<file path="src/rtl/psrf_pkg.sv">
`default_nettype none
package psrf_pkg;
  localparam int unsigned NUM_HB = 4;
  localparam int unsigned NUM_CH = 2;
  // startup sequence length before switching, cycles at 25 MHz
  localparam int unsigned STARTUP_NS = 40960;
  localparam int unsigned CLK_NS = 40;
  localparam int unsigned STARTUP_CYC = (STARTUP_NS + CLK_NS - 1) / CLK_NS;
  localparam int unsigned STARTUP_W = 11;
  // released-reset guard after a fault edge, for the far side
  localparam int unsigned FAULT_HOLD_MS = 4;

  typedef enum logic [1:0] {
    PSRF_HB_HIZ,
    PSRF_HB_PULLDN,
    PSRF_HB_SWITCH
  } psrf_hb_e;

  typedef struct packed {
    logic overtemp_shutdown;
    logic overload;
    logic undervoltage;
    logic overtemp_warning;
  } psrf_fault_s;

  typedef struct packed {
    logic fault_n;
    logic overtemp_warning_n;
    logic near_clipping_n;
  } psrf_status_s;
endpackage
`default_nettype wire

</file>
<file path="src/rtl/psrf_ctrl.sv">
`default_nettype none
module psrf_ctrl (
  input wire logic sys_clk_i,
  input wire logic rst_n_i,
  input wire logic dev_reset_n_i,
  input wire logic bridge_tied_load_mode_i,
  input wire logic [3:0] pwm_i,
  input wire psrf_pkg::psrf_fault_s fault_i,
  input wire logic [1:0] chan_fault_i,
  input wire logic loop_saturated_i,
  output logic [3:0] high_on_o,
  output logic [3:0] low_on_o,
  output logic [3:0] weak_pd_o,
  output psrf_pkg::psrf_status_s status_o,
  output logic switching_o
);
  typedef enum logic [1:0] {
    PSRF_ST_RESET,
    PSRF_ST_STARTUP,
    PSRF_ST_RUN,
    PSRF_ST_SHUTDOWN
  } psrf_state_e;

  psrf_state_e state_q;
  psrf_state_e state_d;
  logic [psrf_pkg::STARTUP_W-1:0] cnt_q;
  logic [psrf_pkg::STARTUP_W-1:0] cnt_d;
  logic latched_q;
  logic latched_d;
  logic rst_prev_q;
  logic rst_prev_d;
  logic rst_rise;
  logic latch_set;
  logic self_fault;
  psrf_pkg::psrf_status_s status_q;
  psrf_pkg::psrf_status_s status_d;
  psrf_pkg::psrf_hb_e hb_mode [psrf_pkg::NUM_HB];

  assign rst_rise = dev_reset_n_i & ~rst_prev_q;
  // undervoltage clears itself; thermal shutdown and overload latch
  assign self_fault = fault_i.undervoltage;
  assign latch_set = fault_i.overtemp_shutdown | fault_i.overload;

  // the pin is sampled once a clock; no glitch filter is applied
  always_comb
  begin
    rst_prev_d = dev_reset_n_i;
  end

  always_ff @(posedge sys_clk_i or negedge rst_n_i)
  begin
    if (!rst_n_i)
    begin
      // a pin already high at release counts as a rising edge
      rst_prev_q <= 1'b0;
    end
    else
    begin
      rst_prev_q <= rst_prev_d;
    end
  end

  // the reset edge wins over a fault still present in that cycle;
  // a lasting fault relatches one edge later
  always_comb
  begin
    latched_d = latched_q;
    if (latch_set)
    begin
      latched_d = 1'b1;
    end
    if (rst_rise)
    begin
      latched_d = 1'b0;
    end
  end

  always_ff @(posedge sys_clk_i or negedge rst_n_i)
  begin
    if (!rst_n_i)
    begin
      latched_q <= 1'b0;
    end
    else
    begin
      latched_q <= latched_d;
    end
  end

  always_comb
  begin
    state_d = state_q;
    cnt_d = cnt_q;
    case (state_q)
      PSRF_ST_RESET:
      begin
        cnt_d = '0;
        if (rst_rise)
        begin
          state_d = PSRF_ST_STARTUP;
        end
      end
      PSRF_ST_STARTUP:
      begin
        cnt_d = cnt_q + 1'b1;
        if (cnt_q == psrf_pkg::STARTUP_W'(psrf_pkg::STARTUP_CYC - 1))
        begin
          state_d = PSRF_ST_RUN;
        end
      end
      PSRF_ST_RUN:
      begin
        if (latched_d || self_fault)
        begin
          state_d = PSRF_ST_SHUTDOWN;
        end
      end
      PSRF_ST_SHUTDOWN:
      begin
        // self-clearing faults restart via the startup sequence
        if (!latched_q && !self_fault)
        begin
          cnt_d = '0;
          state_d = PSRF_ST_STARTUP;
        end
      end
      default:
      begin
        state_d = PSRF_ST_RESET;
      end
    endcase
    if (!dev_reset_n_i)
    begin
      state_d = PSRF_ST_RESET;
      cnt_d = '0;
    end
  end

  always_comb
  begin
    status_d.fault_n = ~(latched_d | self_fault);
    status_d.overtemp_warning_n = ~(fault_i.overtemp_warning
      | fault_i.overtemp_shutdown);
    status_d.near_clipping_n = ~(loop_saturated_i
      && state_q == PSRF_ST_RUN);
    if (!dev_reset_n_i)
    begin
      status_d.fault_n = 1'b1;
    end
  end

  always_ff @(posedge sys_clk_i or negedge rst_n_i)
  begin
    if (!rst_n_i)
    begin
      state_q <= PSRF_ST_RESET;
      cnt_q <= '0;
    end
    else
    begin
      state_q <= state_d;
      cnt_q <= cnt_d;
    end
  end

  // status pins idle high: nothing to report while the system is in reset
  always_ff @(posedge sys_clk_i or negedge rst_n_i)
  begin
    if (!rst_n_i)
    begin
      status_q <= '1;
    end
    else
    begin
      status_q <= status_d;
    end
  end

  for (genvar i = 0; i < psrf_pkg::NUM_HB; i++)
  begin : g_hb
    always_comb
    begin
      if (state_q == PSRF_ST_RUN && !chan_fault_i[i/2])
      begin
        hb_mode[i] = psrf_pkg::PSRF_HB_SWITCH;
      end
      else if (state_q == PSRF_ST_RESET && bridge_tied_load_mode_i)
      begin
        hb_mode[i] = psrf_pkg::PSRF_HB_PULLDN;
      end
      else
      begin
        hb_mode[i] = psrf_pkg::PSRF_HB_HIZ;
      end
    end

    psrf_half_bridge u_hb (
      .sys_clk_i(sys_clk_i),
      .rst_n_i(rst_n_i),
      .mode_i(hb_mode[i]),
      .pwm_i(pwm_i[i]),
      .high_on_o(high_on_o[i]),
      .low_on_o(low_on_o[i]),
      .weak_pd_o(weak_pd_o[i])
    );
  end

  assign status_o = status_q;
  assign switching_o = (state_q == PSRF_ST_RUN);
endmodule
`default_nettype wire

</file>
<file path="src/rtl/psrf_half_bridge.sv">
`default_nettype none
module psrf_half_bridge (
  input wire logic sys_clk_i,
  input wire logic rst_n_i,
  input wire psrf_pkg::psrf_hb_e mode_i,
  input wire logic pwm_i,
  output logic high_on_o,
  output logic low_on_o,
  output logic weak_pd_o
);
  logic high_on_d;
  logic low_on_d;
  logic weak_pd_d;
  logic high_on_q;
  logic low_on_q;
  logic weak_pd_q;

  always_comb
  begin
    high_on_d = 1'b0;
    low_on_d = 1'b0;
    weak_pd_d = 1'b0;
    case (mode_i)
      psrf_pkg::PSRF_HB_PULLDN:
      begin
        weak_pd_d = 1'b1;
      end
      psrf_pkg::PSRF_HB_SWITCH:
      begin
        // inverted stage: a high input pulls the output low
        high_on_d = ~pwm_i;
        low_on_d = pwm_i;
      end
      default:
      begin
        weak_pd_d = 1'b0;
      end
    endcase
  end

  always_ff @(posedge sys_clk_i or negedge rst_n_i)
  begin
    if (!rst_n_i)
    begin
      high_on_q <= 1'b0;
      low_on_q <= 1'b0;
      weak_pd_q <= 1'b0;
    end
    else
    begin
      high_on_q <= high_on_d;
      low_on_q <= low_on_d;
      weak_pd_q <= weak_pd_d;
    end
  end

  assign high_on_o = high_on_q;
  assign low_on_o = low_on_q;
  assign weak_pd_o = weak_pd_q;
endmodule
`default_nettype wire

</file>
<file path="config.mk">
export PLATFORM = sky130hd
export DESIGN_NAME = psrf_ctrl
export DESIGN_NICKNAME = d
export VERILOG_FILES = /design/src/rtl/psrf_pkg.sv /design/src/rtl/psrf_ctrl.sv /design/src/rtl/psrf_half_bridge.sv
export SDC_FILE = /design/constraint.sdc
export NUM_CORES = 1
export LEC_CHECK = 0
export ABC_CLOCK_PERIOD_IN_PS = 1600
export BUFFER_PORTS_ARGS = -buffer_cell sky130_fd_sc_hd__buf_2
export CAP_MARGIN = 30
export CORE_MARGIN = 2
export CORE_UTILIZATION = 30
export CTS_CLUSTER_SIZE = 12
export DETAILED_ROUTE_END_ITERATION = 6
export GPL_TIMING_DRIVEN = 0
export HOLD_SLACK_MARGIN = 0.06
export PLACE_DENSITY = 0.52
export SYNTH_ARGS = -nofsm -noshare
export SYNTH_HDL_FRONTEND = slang
export SYNTH_SLANG_ARGS = --single-unit
</file>
<file path="constraint.sdc">
create_clock -name sys_clk_i -period 1.6 [get_ports sys_clk_i]
set_input_delay 0.16 -clock sys_clk_i [delete_from_list [all_inputs] [get_ports sys_clk_i]]
set_output_delay 0.16 -clock sys_clk_i [all_outputs]
set_load 0.01 [all_outputs]
</file>
==> metrics list, run 1 <==
- Vias in the first global route: 1164
- Timing would allow up to 0.5919 GHz.
- IR drop worst, VDD: just under 400 uV
- Sequential power share: between 30% and 40%
- Die Footprint: 5155 um^2
- The post-route netlist has a little under half of its cells at a drive strength greater than 1.
- 31 I/O pins were placed.
- Skew final: 1.618 ps
* Cell area after synthesis: about 1400 um^2
* Sequential-to-total area share from yosys stat: 51.09%
- Number of failing hold endpoints at the final stage: 0
* Path category of the worst min-delay check: in2reg
- Leakage: between 0.9 and 1 nW
- In the routed design, unresolved DRC markers number 0.
- Kind of end point of the critical path: flip-flop
* Number of antenna diodes: 0
- Violated checks: setup timing
- The total count of max-transition violations in the final report was 0.
- The congestion estimate from routability-driven global placement came to between 0.7 and 0.8.
- Clock tree synthesis selected as its root buffer the cell clkbuf_8.
- Endpoint arrival time on the critical path: 1840 ps
- Counting instances in the post-synthesis netlist gives the leading cell types as 25 x dfrtp_1, 13 x buf_4, 11 x o21ai_0, 10 x nand2_1, 10 x nor2_1.
* Clock tree from TritonCTS: built
- The critical path is of the reg2reg type.
* Share of async-settable or async-resettable flops after synthesis: 100.0%
* Standard-cell row count: 24
- During placement, the flow inserted port buffers numbering 30.
* Fraction of the cycle the final worst path needs: 105.6%
- Outcome: finished with violations
- In this run, the number of DRC markers left after iteration 0 of detailed routing was 51.
- For the worst-skew pair, the clock arrives at the later sink with an insertion delay of 270 ps.
- The final route contains 1125 vias.
- # setup viols final: 6
* Count of state elements after synthesis: 28
- Psw: 779.4 uW
- After technology mapping, the gate count stands at around 140.
- Worst setup SP type: flip-flop
- Core outline area: around 4400 um^2
* Cells taking the most area after synthesis: dfrtp_1 45%, buf_4 7.1%, dfstp_2 5.7%
- The number of antenna violations at the first check in global routing came to 0.
- Clk sinks: 28
* Switching power share of the total: 32.75%
- Min Clock Period, post-route: between 1500 and 2000 ps
- Fraction of synthesized cell area taken by the top area cell type: 45.37%
* Cts bufs inserted: 3
- Fraction of power consumed by combinational cells: a little under half
- Vertical die dimension: roughly 70 um
- Vias per std cell: 4.688
* Yosys warning total: 0
- In the final routed layout, each cell accounts on average for approximately 13 um.
* Pwr Total: 2.380 mW
- Initial Utilization: 31.45%
- After the last flow step, the layout net total stands at ~210.
- Signed area change from the synthesized netlist to the final layout: 40.74%
- Entering global routing, the biggest net connects 29 pins.
* Internal power: roughly 1.6 mW
* Worst relative slew slack: 58.16%
- From left edge to right edge, the die measures 71.80 um.
- The first global-routing pass estimated 4.933 mm of wire.
* Level count of the clock H-tree: 1
- Slew at the pin closest to its max-slew limit: 627.7 ps
- For this run, the leading register cell type out of synthesis is dfrtp_1.
- Number of enable-type register cells in the synthesized netlist: 0
- Worst setup margin: -89.52 ps
- Cell taking the most area after synthesis: dfrtp_1
- Per-instance average area after synthesis: 10.21 um^2
- Clock group share of total power: between 10% and 20%
- GRT overflow: 0
* Clock tree buffer depth: 2
- Top-count cell post-synth: dfrtp_1
* Count of maximum capacitance violations: 0
- Setup TNS: -365.0 ps
* Library cells used by synthesis: 35
- Setup repair after global routing could not meet its margin everywhere.
- Post-route antenna net violation count: 0
- Overall fraction of global-route tracks in use: 12.09%
* Maximum fanout along the worst path: 5
* Filler Cells Inserted: 443
- Clock transition at the registers of the reported paths: 90 ps
- Synthesis produced a netlist with a net count of ~160.
* First drt pass iteration count: 4
- Power density of the placed cells: 1226 nW/um^2
- Detailed placement ended at an HPWL of 2.052 mm.
* CP Data Required Time: 1750 ps
- Total detailed-routing wirelength: 3.000 mm
## area by class of cell
cell class | count | area [um^2] | area share [%]
plain buffers | 15 | 110.1 | 5.674
clock buffers | 4 | 55.05 | 2.837
inverters | 6 | 27.53 | 1.418
multi-input cells | 86 | 663.1 | 34.17
flip-flops and latches | 28 | 706.9 | 36.43
well taps | 52 | 65.06 | 3.353
repair buffers | 49 | 312.8 | 16.12
## flip-flops by register name (all words and copies together), names as in the netlist
signal,flops
state_q,2
cnt_q,11
g_hb.u_hb.low_on_o,4
g_hb.u_hb.high_on_o,4
g_hb.u_hb.weak_pd_o,2
latched_q,1
status_o,3
rst_prev_q,1
## layer usage
layer,vias to the layer above,wire length (um),global-route usage (%)
li1,563,-,-
met5,-,0,0
met3,2,135,1.969
met1,538,1261,13.26
met4,0,14,4.193
met2,22,1588,23.25
## worst max-delay path: stages, from the launching register on
cell	delay [ps]
dfrtp_2	450
inv_4	90
ha_4	200
nor2b_4	120
o21a_4	210
buf_6	130
o311ai_4	260
o41ai_2	110
## metrics by stage
stage | instances | hold WS [ps] | util (%) | area [um^2] | setup slack [ps]
floorplan | 135 | -135.6 | - | 1394 | -35.01
global placement | 217 | 212.2 | 36.70 | 1609 | -112.2
detailed placement | 217 | 216.8 | 36.70 | 1609 | -181.2
CTS | 236 | 77.53 | 42.01 | 1842 | -112.2
global route | 240 | 134.7 | 44.26 | 1941 | -143.1
finish | 240 | 139.2 | 44.26 | 1941 | -89.52
## repair_timing
| item | 4_1_cts | 5_1_grt |
|---|---|---|
| hold buffers | 9 | 0 |
| endpoints found under the hold margin | 32 | 0 |
| setup buffers | 6 | 3 |
| cloned | 0 | 1 |
| pin swaps | 3 | 5 |
| resized for setup | 9 | 24 |
| endpoints found under the setup margin | 12 | 12 |
## cells by family (layout without fill, tap and decap cells)
| kind of cell | Yosys count | in the layout | synth area share [%] |
|---|---|---|---|
| muxes | 1 | 1 | 0.7260 |
| DFF | 28 | 28 | 51.09 |
| buffers and inverters | 21 | 74 | 9.346 |
| AOI/OAI and AO/OA | 31 | 31 | 15.43 |
| adders and majority gates | 5 | 5 | 4.537 |
| and+or+nand+nor | 49 | 49 | 18.88 |
## layout by cell type, fill, tap and decap left out, types with 3 or more instances in the layout
cell / count
nor2b_1: 3
buf_4: 21
o31ai_1: 4
inv_1: 4
o21ai_0: 4
nor2_1: 9
dfrtp_1: 23
dfstp_2: 3
buf_2: 31
ha_4: 3
clkbuf_8: 4
a21oi_1: 3
nand3_1: 6
nand2_1: 10
and2_1: 4
dlygate4sd3_1: 9
o21ai_1: 7
## worst paths after layout
check,cells past startpoint,slack (ps),startpoint,end
worst max register to register,7,-90,state_q[0],cnt_q[10]
worst min register to register,1,500,cnt_q[7],cnt_q[7]
worst min-delay path,3,140,bridge_tied_load_mode_i,g_hb[1].u_hb.weak_pd_o
worst max-delay path,7,-90,state_q[0],cnt_q[10]
max in group asynchronous,2,710,rst_n_i,state_q[1]
min in group asynchronous,2,450,rst_n_i,g_hb[1].u_hb.high_on_o
## power groups by stage
| stage | Combinational, mW | Sequential [mW] | Clock (mW) |
|---|---|---|---|
| floorplan | 0.528 | 0.854 | 0 |
| global placement | 0.714 | 0.859 | 0 |
| detailed placement | 0.727 | 0.867 | 0 |
| CTS | 0.921 | 0.859 | 0.457 |
| global route | 1.20 | 0.867 | 0.479 |
| finish | 1.09 | 0.858 | 0.428 |
Note: power is estimated with default switching activity, not from simulation.
==> run 2, diff against run 1 <==
- REMOVE_ABC_BUFFERS: default -> 1
==> run 2 against run 1 <==
  * The run still ends with setup timing left
  * Sequential cell count unchanged
  * Sequential share of layout area up 1.6 points
  * Worst setup slack worse by 19 ps
  * Register-to-register slack worse by 20 ps
  * Core utilization down 1.9 points
  * Via count down 3.5%
  * Fmax down 1.1%
  * Global-route usage down 0.68 points
  * Clock power about the same
  * Routed wire length down 3.6%
  * Sequential power down 2%
  * Critical endpoint is now state_q[1]
  * Largest cell class unchanged
  * Highest routed layer unchanged
==> metrics list, run 2 (synthesis gave the netlist of run 1 again) <==
- Outcome: finished with violations (unchanged)
- Violated checks: setup timing (unchanged).
* Number of top-level pins: 31 (unchanged)
- The maximum clock frequency was 0.5855 GHz (was 0.5919 GHz).
- The number of clock buffers inserted by TritonCTS came to 3 (unchanged).
- The number of fillers in the final layout is 433 (was 443).
- The number of antenna violations at the first check in global routing was 0 (unchanged).
- First drt pass iteration count: 4 (unchanged)
- The cell at the root of the clock tree is clkbuf_8 (unchanged).
* Leakage: 0.8581 nW (was 0.9161 nW)
* Slew at the pin closest to its max-slew limit: 626.0 ps (was 627.7 ps)
- Level count of the clock H-tree: 1 (unchanged)
- The share of post-route cells with drive strength above 1 is 41.71% (was 45.21%).
* Reg-to-Reg End: state_q[1] (was cnt_q[10])
- Standard cell with the maximum stage delay on the critical path: dfrtp_2 (unchanged)
- Routed via count: 1086 (was 1125)
* Clock transition at the registers of the reported paths: 90 ps (about the same)
* Number of failing hold endpoints at the final stage: 0 (unchanged)
- Worst-skew pair later-pin latency: 270 ps (about the same)
- The setup slack on the worst flop-to-flop path came to -110 ps (was -90 ps).
- Initial Utilization: 31.45% (unchanged)
- Setup TNS: -471.4 ps (was -365.0 ps)
- Dpl ws: -382.9 ps (was -181.2 ps)
- Standard-cell row count: 24 (unchanged)
- The final wirelength is 2.893 mm (was 3.000 mm).
* Worst relative slew slack: 58.27% (was 58.16%)
- The final-report setup violation count is 6 (unchanged).
* Overall fraction of global-route tracks in use: 11.41% (was 12.09%)
* Crit path buffers/inverters: 1 (was 2)
- Skew final: 4.955 ps (was 1.618 ps)
* Vertical die dimension: 71.80 um (unchanged)
* Clock tree from TritonCTS: built (unchanged)
- Number of antenna diodes: 0 (unchanged)
- The flip-flop count of the largest register after layout is 11 (unchanged).
- Unrepaired setup endpoints after global routing: yes (unchanged).
- Die Footprint: 5155 um^2 (unchanged)
* Average routed wire per standard cell: 12.74 um (was 12.50 um)
* Cell-by-cell trace of the critical path: buf_4, ha_4, nor2b_1, a221o_2, or3_1, nand3_1 (was inv_4, ha_4, nor2b_4, o21a_4, buf_6, o311ai_4, o41ai_2)
- The endpoint of the worst hold path is status_o[2] (was g_hb[1].u_hb.weak_pd_o).
- The cell depth of the worst min-delay path came to 2 (was 3).
* Post-route cell area: 1857 um^2 (was 1941 um^2)
- The die outline width came to 71.80 um (unchanged).
- The power per cell area is 1279 nW/um^2 (was 1226 nW/um^2).
* Path category of the worst min-delay check: in2reg (unchanged)
* Worst path max stage delay: 440 ps (was 450 ps)
* Register with the most flip-flops: cnt_q (unchanged)
- Most frequent cells in the layout: 30 x buf_2, 24 x dfrtp_1, 10 x nand2_1, 9 x nor2_1 (was 31 x buf_2, 23 x dfrtp_1, 21 x buf_4, 10 x nand2_1)
- The endpoint arrival time on the critical path is 1910 ps (was 1840 ps).
- Clock tree buffer depth: 2 (unchanged)
* Worst setup margin: -108.1 ps (was -89.52 ps)
* Beginning of the worst hold path: fault_i[1] (was bridge_tied_load_mode_i)
* Post-route antenna net violation count: 0 (unchanged)
* Global-route wire length before repair: 4.664 mm (was 4.933 mm)
* Signed area change from the synthesized netlist to the final layout: 34.66% (was 40.74%)
- Vias per std cell: 4.784 (was 4.688)
- The count of max-cap constraint violations came to 0 (unchanged).
- Number of gates on the worst path with buffers counted: 6 (was 7)
- The maximum ir drop on the vdd rail was 462.6 uV (was 387.8 uV).
* Pwr Total: 2.376 mW (was 2.380 mW)
- The cell area reported after detailed placement is 1488 um^2 (was 1609 um^2).
- The number of nets in the layout came to 196 (was 209).
- The final critical-path required period was 1708 ps (was 1690 ps).
- The post-route clock period utilization came to 106.8% (was 105.6%).
- The initial DRC count is 43 (was 51).
- The depth of the worst register-to-register path is 6 (was 7).
- The number of global-route vias before repair came to 1017 (was 1164).
- The routability congestion estimate is 0.7878 (was 0.7347).
- Kind of end point of the critical path: flip-flop (unchanged)
* Worst Path Class, Setup: reg2reg (unchanged)
- The sort of element at the start of the critical path is a flip-flop (unchanged).
- The launch point of the worst reg-to-reg path is state_q[1] (was state_q[0]).
- Buffers added on ports: 30 (unchanged)
- The number of sinks handled by clock tree synthesis is 28 (unchanged).
- The detailed placer's ending HPWL was 1.933 mm (was 2.052 mm).
- Slew Viols, Final: 0 (unchanged)
* GRT overflow: 0 (unchanged)
- DRC violation count after routing: 0 (unchanged)
* Most common cell after layout, fill and taps aside: buf_2 (unchanged)
- CP Data Required Time: 1800 ps (was 1750 ps)
- Cell class contributing the biggest share of worst-path delay: simple AND/OR/NAND/NOR gates (was compound AO/OA/AOI/OAI gates)
* Maximum fanout along the worst path: 6 (was 5)
* Core outline area: 4384 um^2 (unchanged)
* Largest net degree at the start of global routing: 29 (unchanged)
==> run 2: cell count changes in the layout (fill, tap and decap cells not counted), sizes merged <==
cell	change
buf	-10
clkbuf	-2
dlygate4sd3	-1
==> run 2: worst max path at each step <==
stage	start	to
4_1_cts	state_q[1]	cnt_q[6]
6_report	state_q[1]	state_q[1]
2_1_floorplan	state_q[0]	cnt_q[6]
3_3_place_gp	state_q[0]	cnt_q[8]
5_1_grt	state_q[1]	cnt_q[6]
3_5_place_dp	state_q[0]	cnt_q[6]
==> run 2: area by class of cell <==
class / instances / area, um^2 / area share (%)
inverters: 6 / 22.52 / 1.213
flip-flops and latches: 28 / 705.7 / 38.01
well taps: 52 / 65.06 / 3.504
clock buffers: 4 / 55.05 / 2.965
multi-input cells: 86 / 661.9 / 35.65
repair buffers: 51 / 346.6 / 18.67
==> run 2: stage by stage <==
| stage | utilization [%] | std cells | hold slack, ps |
|---|---|---|---|
| 2_1_floorplan | - | 120 | -135.6 |
| 3_3_place_gp | 33.93 | 202 | 202.7 |
| 3_5_place_dp | 33.93 | 202 | 215.0 |
| 4_1_cts | 39.67 | 221 | 79.28 |
| 5_1_grt | 42.35 | 227 | 101.5 |
| 6_report | 42.35 | 227 | 95.89 |
==> run 2: what timing repair did <==
| item | 4_1_cts | 5_1_grt |
|---|---|---|
| gates resized for setup | 20 | 16 |
| endpoints found under the setup margin | 13 | 13 |
| setup buffers | 7 | 6 |
| hold endpoints to repair | 31 | 0 |
| hold buffers | 8 | 0 |
| pin swaps | 4 | 5 |
==> run 2: metal layers <==
metal | up-vias | global-route usage [%] | share of wire (%)
li1 | 539 | - | -
met1 | 514 | 14.32 | 47
met2 | 31 | 19.65 | 46
met3 | 2 | 3.516 | 6.8
met4 | 0 | 1.887 | 0.38
met5 | - | 0 | 0
==> run 2: power breakdown <==
group / switching, mW / internal [mW] / total (mW)
Clock: 0.206 / 0.220 / 0.425
Combinational: 0.526 / 0.585 / 1.11
Sequential: 0.0485 / 0.790 / 0.839
==> run 3, diff against run 2 <==
- SETUP_SLACK_MARGIN: default -> 0.2
- SYNTH_HIERARCHICAL: default -> 1
==> run 3 against run 2 <==
  * The run now ends clean
  * Hold slack gained 31 ps
  * Count of clock-buffer cells in the layout rose by 2
  * Sequential power up 11%
  * Combinational power rose by 15%
  * Clock power up 34%
  * Worst setup slack better by 130 ps
  * Die area up 4.0%
  * Fmax up 7.9%
  * Largest power group unchanged
==> metrics list, run 3 <==
- Number of antenna diodes: 0 (unchanged)
- The latest clock arrival within the worst-skew pair was 280 ps (was 270 ps).
* Top-count cell post-synth: dfrtp_1 (unchanged)
- First drt pass iteration count: 4 (unchanged)
- The kind of path behind the tightest hold check is in2reg (unchanged).
- Number of enable-type register cells in the synthesized netlist: 0 (unchanged)
- The number of fillers in the final layout is 444 (was 433).
- Largest net degree at the start of global routing: 31 (was 29)
* Count of maximum capacitance violations: 0 (unchanged)
- The overall die area was 5362 um^2 (was 5155 um^2).
- The worst setup path category was reg2reg (unchanged).
- The endpoint arrival time on the critical path was 1780 ps (was 1910 ps).
- The sort of element at the start of the critical path was a flip-flop (unchanged).
- The post-placement cell count is 214 (was 202).
* Max reg flops: 11 (unchanged)
* Buffers added on ports: 30 (unchanged)
- Initial Utilization: 30.85% (was 31.45%)
- The maximum level of the CTS H-tree came to 2 (was 1).
* Kind of end point of the critical path: flip-flop (unchanged)
- The endpoint of the most critical register-to-register path is cnt_q[2] (was state_q[1]).
* Core outline area: 4661 um^2 (was 4384 um^2)
* Cts bufs inserted: 5 (was 3)
- The number of warnings issued by yosys came to 6 (was 0).
* Outcome: finished, final reports clean (was finished with violations)
- The relative slew slack came to 55.40% (was 58.27%).
* Signed area change from the synthesized netlist to the final layout: 44.47% (was 34.66%)
* Library cells used by synthesis: 37 (was 35)
* Sequential-to-total area share from yosys stat: 52.48% (was 51.09%)
- The cell taking the most area after synthesis is dfrtp_1 (unchanged).
- The launch point of the worst reg-to-reg path is state_q[0] (was state_q[1]).
* Share of post-route cells with drive strength above 1: 43.01% (was 41.71%)
- The cell depth of the worst min-delay path was 1 (was 2).
- Cells taking the most area after synthesis: dfrtp_1 47%, dfstp_2 5.5%, ha_1 4.4% (was dfrtp_1 45%, buf_4 7.1%, dfstp_2 5.7%).
- The maximum ir drop on the vdd rail came to 531.5 uV (was 462.6 uV).
- Slew Viols, Final: 0 (unchanged)
- The aggregate global routing overflow came to 0 (unchanged).
- The final-report setup violation count is 0 (was 6).
- The maximum clock frequency came to 0.6318 GHz (was 0.5855 GHz).
* Average routed wire per standard cell: 13.85 um (was 12.74 um)
* Cell area after synthesis: 1438 um^2 (was 1379 um^2)
- Register with the most flip-flops: cnt_q (unchanged)
- The depth of the worst register-to-register path was 8 (was 6).
* Worst min-delay path endpoint: rst_prev_q (was status_o[2])
- Die Wd: 73.23 um (was 71.80 um)
* Most frequent cells in the layout: 29 x buf_2, 26 x dfrtp_1, 13 x nand2_1, 8 x dlygate4sd3_1, 6 x o31ai_1 (was 30 x buf_2, 24 x dfrtp_1, 10 x nand2_1, 9 x nor2_1)
- The post-route antenna net violation count came to 0 (unchanged).
- The number of buffers on the longest clock path was 2 (unchanged).
- Skew final: 8.160 ps (was 4.955 ps)
- The final cell count without fillers came to 240 (was 227).
- The mean post-synth cell area came to 10.73 um^2 (was 10.21 um^2).
- Total detailed-routing wirelength: 3.324 mm (was 2.893 mm)
- Commonest cells in the synthesized netlist: 27 x dfrtp_1, 15 x nand2_1, 9 x o21ai_0, 7 x nor2b_1, 6 x o31ai_1 (was 25 x dfrtp_1, 13 x buf_4, 11 x o21ai_0, 10 x nand2_1, 10 x nor2_1).
* Clock tree from TritonCTS: built (unchanged)
* Power density of the placed cells: 1338 nW/um^2 (was 1279 nW/um^2)
- DP Wirelength: 2.220 mm (was 1.933 mm)
- The async set-or-reset flop fraction in the synthesized netlist came to 100.0% (unchanged).
* Fraction of the cycle the final worst path needs: 98.92% (was 106.8%)
* Flip-flop cell with the highest count after synthesis: dfrtp_1 (unchanged)
- The number of antenna violations at the first check in global routing came to 0 (unchanged).
- The detailed-route vias per instance is 5.063 (was 4.784).
- The final critical-path required period is 1583 ps (was 1708 ps).
* Clock transition at the registers of the reported paths: 60 ps (was 90 ps)
- Unrepaired setup endpoints after global routing: yes (unchanged)
- The number of synthesized register bits was 30 (was 28).
* DRC violation count after routing: 0 (unchanged)
* DRC marker count from the first detailed-route iteration: 32 (was 43)
* Number of top-level pins: 31 (unchanged)
- The number of sinks handled by clock tree synthesis came to 30 (was 28).
* Slew at the pin closest to its max-slew limit: 669.0 ps (was 626.0 ps)
* Global-route wire length before repair: 5.416 mm (was 4.664 mm)
- The number of global-route vias before repair was 1189 (was 1017).
* Pwr Total: 2.779 mW (was 2.376 mW)
- The required time at the worst-slack endpoint came to 1800 ps (about the same).
- Leakage: 0.9522 nW (was 0.8581 nW)
* Most common cell after layout, fill and taps aside: buf_2 (unchanged)
- The core occupancy in the finished layout came to 44.56% (was 42.35%).
* Clock tree root driver cell: clkbuf_8 (unchanged)
* Net count reported at finish: 205 (was 196)
- Fraction of synthesized cell area taken by the top area cell type: 47.00% (was 45.37%)
* Routed via count: 1215 (was 1086)
* RePlAce Congestion: 0.7988 (was 0.7878)
- The global router's overall resource usage was 13.37% (was 11.41%).
* Beginning of the worst hold path: dev_reset_n_i (was fault_i[1])
* Maximum fanout along the worst path: 6 (unchanged)
- Synth Instances: 134 (was 135)
- The number of placement rows is 25 (was 24).
* Vertical die dimension: 73.23 um (was 71.80 um)
* Worst R2R Setup Slack: 20 ps (was -110 ps)
* Number of failing hold endpoints at the final stage: 0 (unchanged)
## run 3: critical path, cell delays in order (launching register included)
cell	delay, ps
dfrtp_1	430
buf_6	150
ha_4	170
nand2b_4	150
a21boi_4	230
buf_12	140
buf_12	110
o21ai_2	50
o21ai_1	80
## run 3: layout make-up
type / instances / area [um^2] / share of cell area (%)
timing repair buffer: 48 / 356.6 / 17.17
clock buffer: 6 / 72.57 / 3.494
tap: 54 / 67.56 / 3.253
sequential: 30 / 755.7 / 36.39
inverter: 4 / 17.52 / 0.8434
clock inverter: 2 / 10.01 / 0.4819
multi-input combinational: 96 / 797.0 / 38.37
## run 3: kinds of logic after synthesis
kind of cell | count (synthesis) | synth area share [%]
simple gates | 57 | 24.37
fa+ha+maj | 5 | 4.352
buf+inv | 8 | 2.784
mux | 1 | 0.6963
compound gates | 33 | 15.32
flops | 30 | 52.48
## run 3: routing by layer
layer	global-route usage [%]	part of all wire (%)	wire length (um)
met5	0	0	0
met1	15.24	43	1427
met4	5.967	1.4	46
met2	23.22	51	1697
met3	3.591	4.6	152
## run 3: how the worst max path moves through the flow
stage / from / slack (ps) / endpoint
floorplan: state_q[1] / -30 / cnt_q[9]
finish: state_q[0] / 20 / cnt_q[2]
global route: state_q[0] / -40 / cnt_q[4]
detailed placement: state_q[1] / -400 / cnt_q[9]
CTS: state_q[0] / 20 / state_q[0]
global placement: state_q[1] / -330 / cnt_q[9]
## run 3: timing repair
| action | CTS | global route |
|---|---|---|
| setup buffers | 6 | 4 |
| setup endpoints to repair | 25 | 26 |
| hold buffers | 8 | 0 |
| cloned | 0 | 0 |
| hold endpoints to repair | 33 | 0 |
| resized for setup | 21 | 22 |
| pin swaps | 6 | 12 |
## run 3: power by group
group,internal [mW],switching (mW)
combinational,0.684,0.598
sequential,0.858,0.0701
clock,0.300,0.269
## run 3: stage by stage
stage	setup WS [ps]	hold slack, ps	setup TNS (ps)	area [um^2]
after detailed placement	-401.6	233.8	-4263	1630
after global routing	-39.67	124.9	-181.0	2077
final	17.26	126.7	0	2077
after floorplan	-30.02	-135.6	-37.43	1413
after CTS	23.87	112.6	0	1931
after global placement	-332.2	219.4	-3171	1630
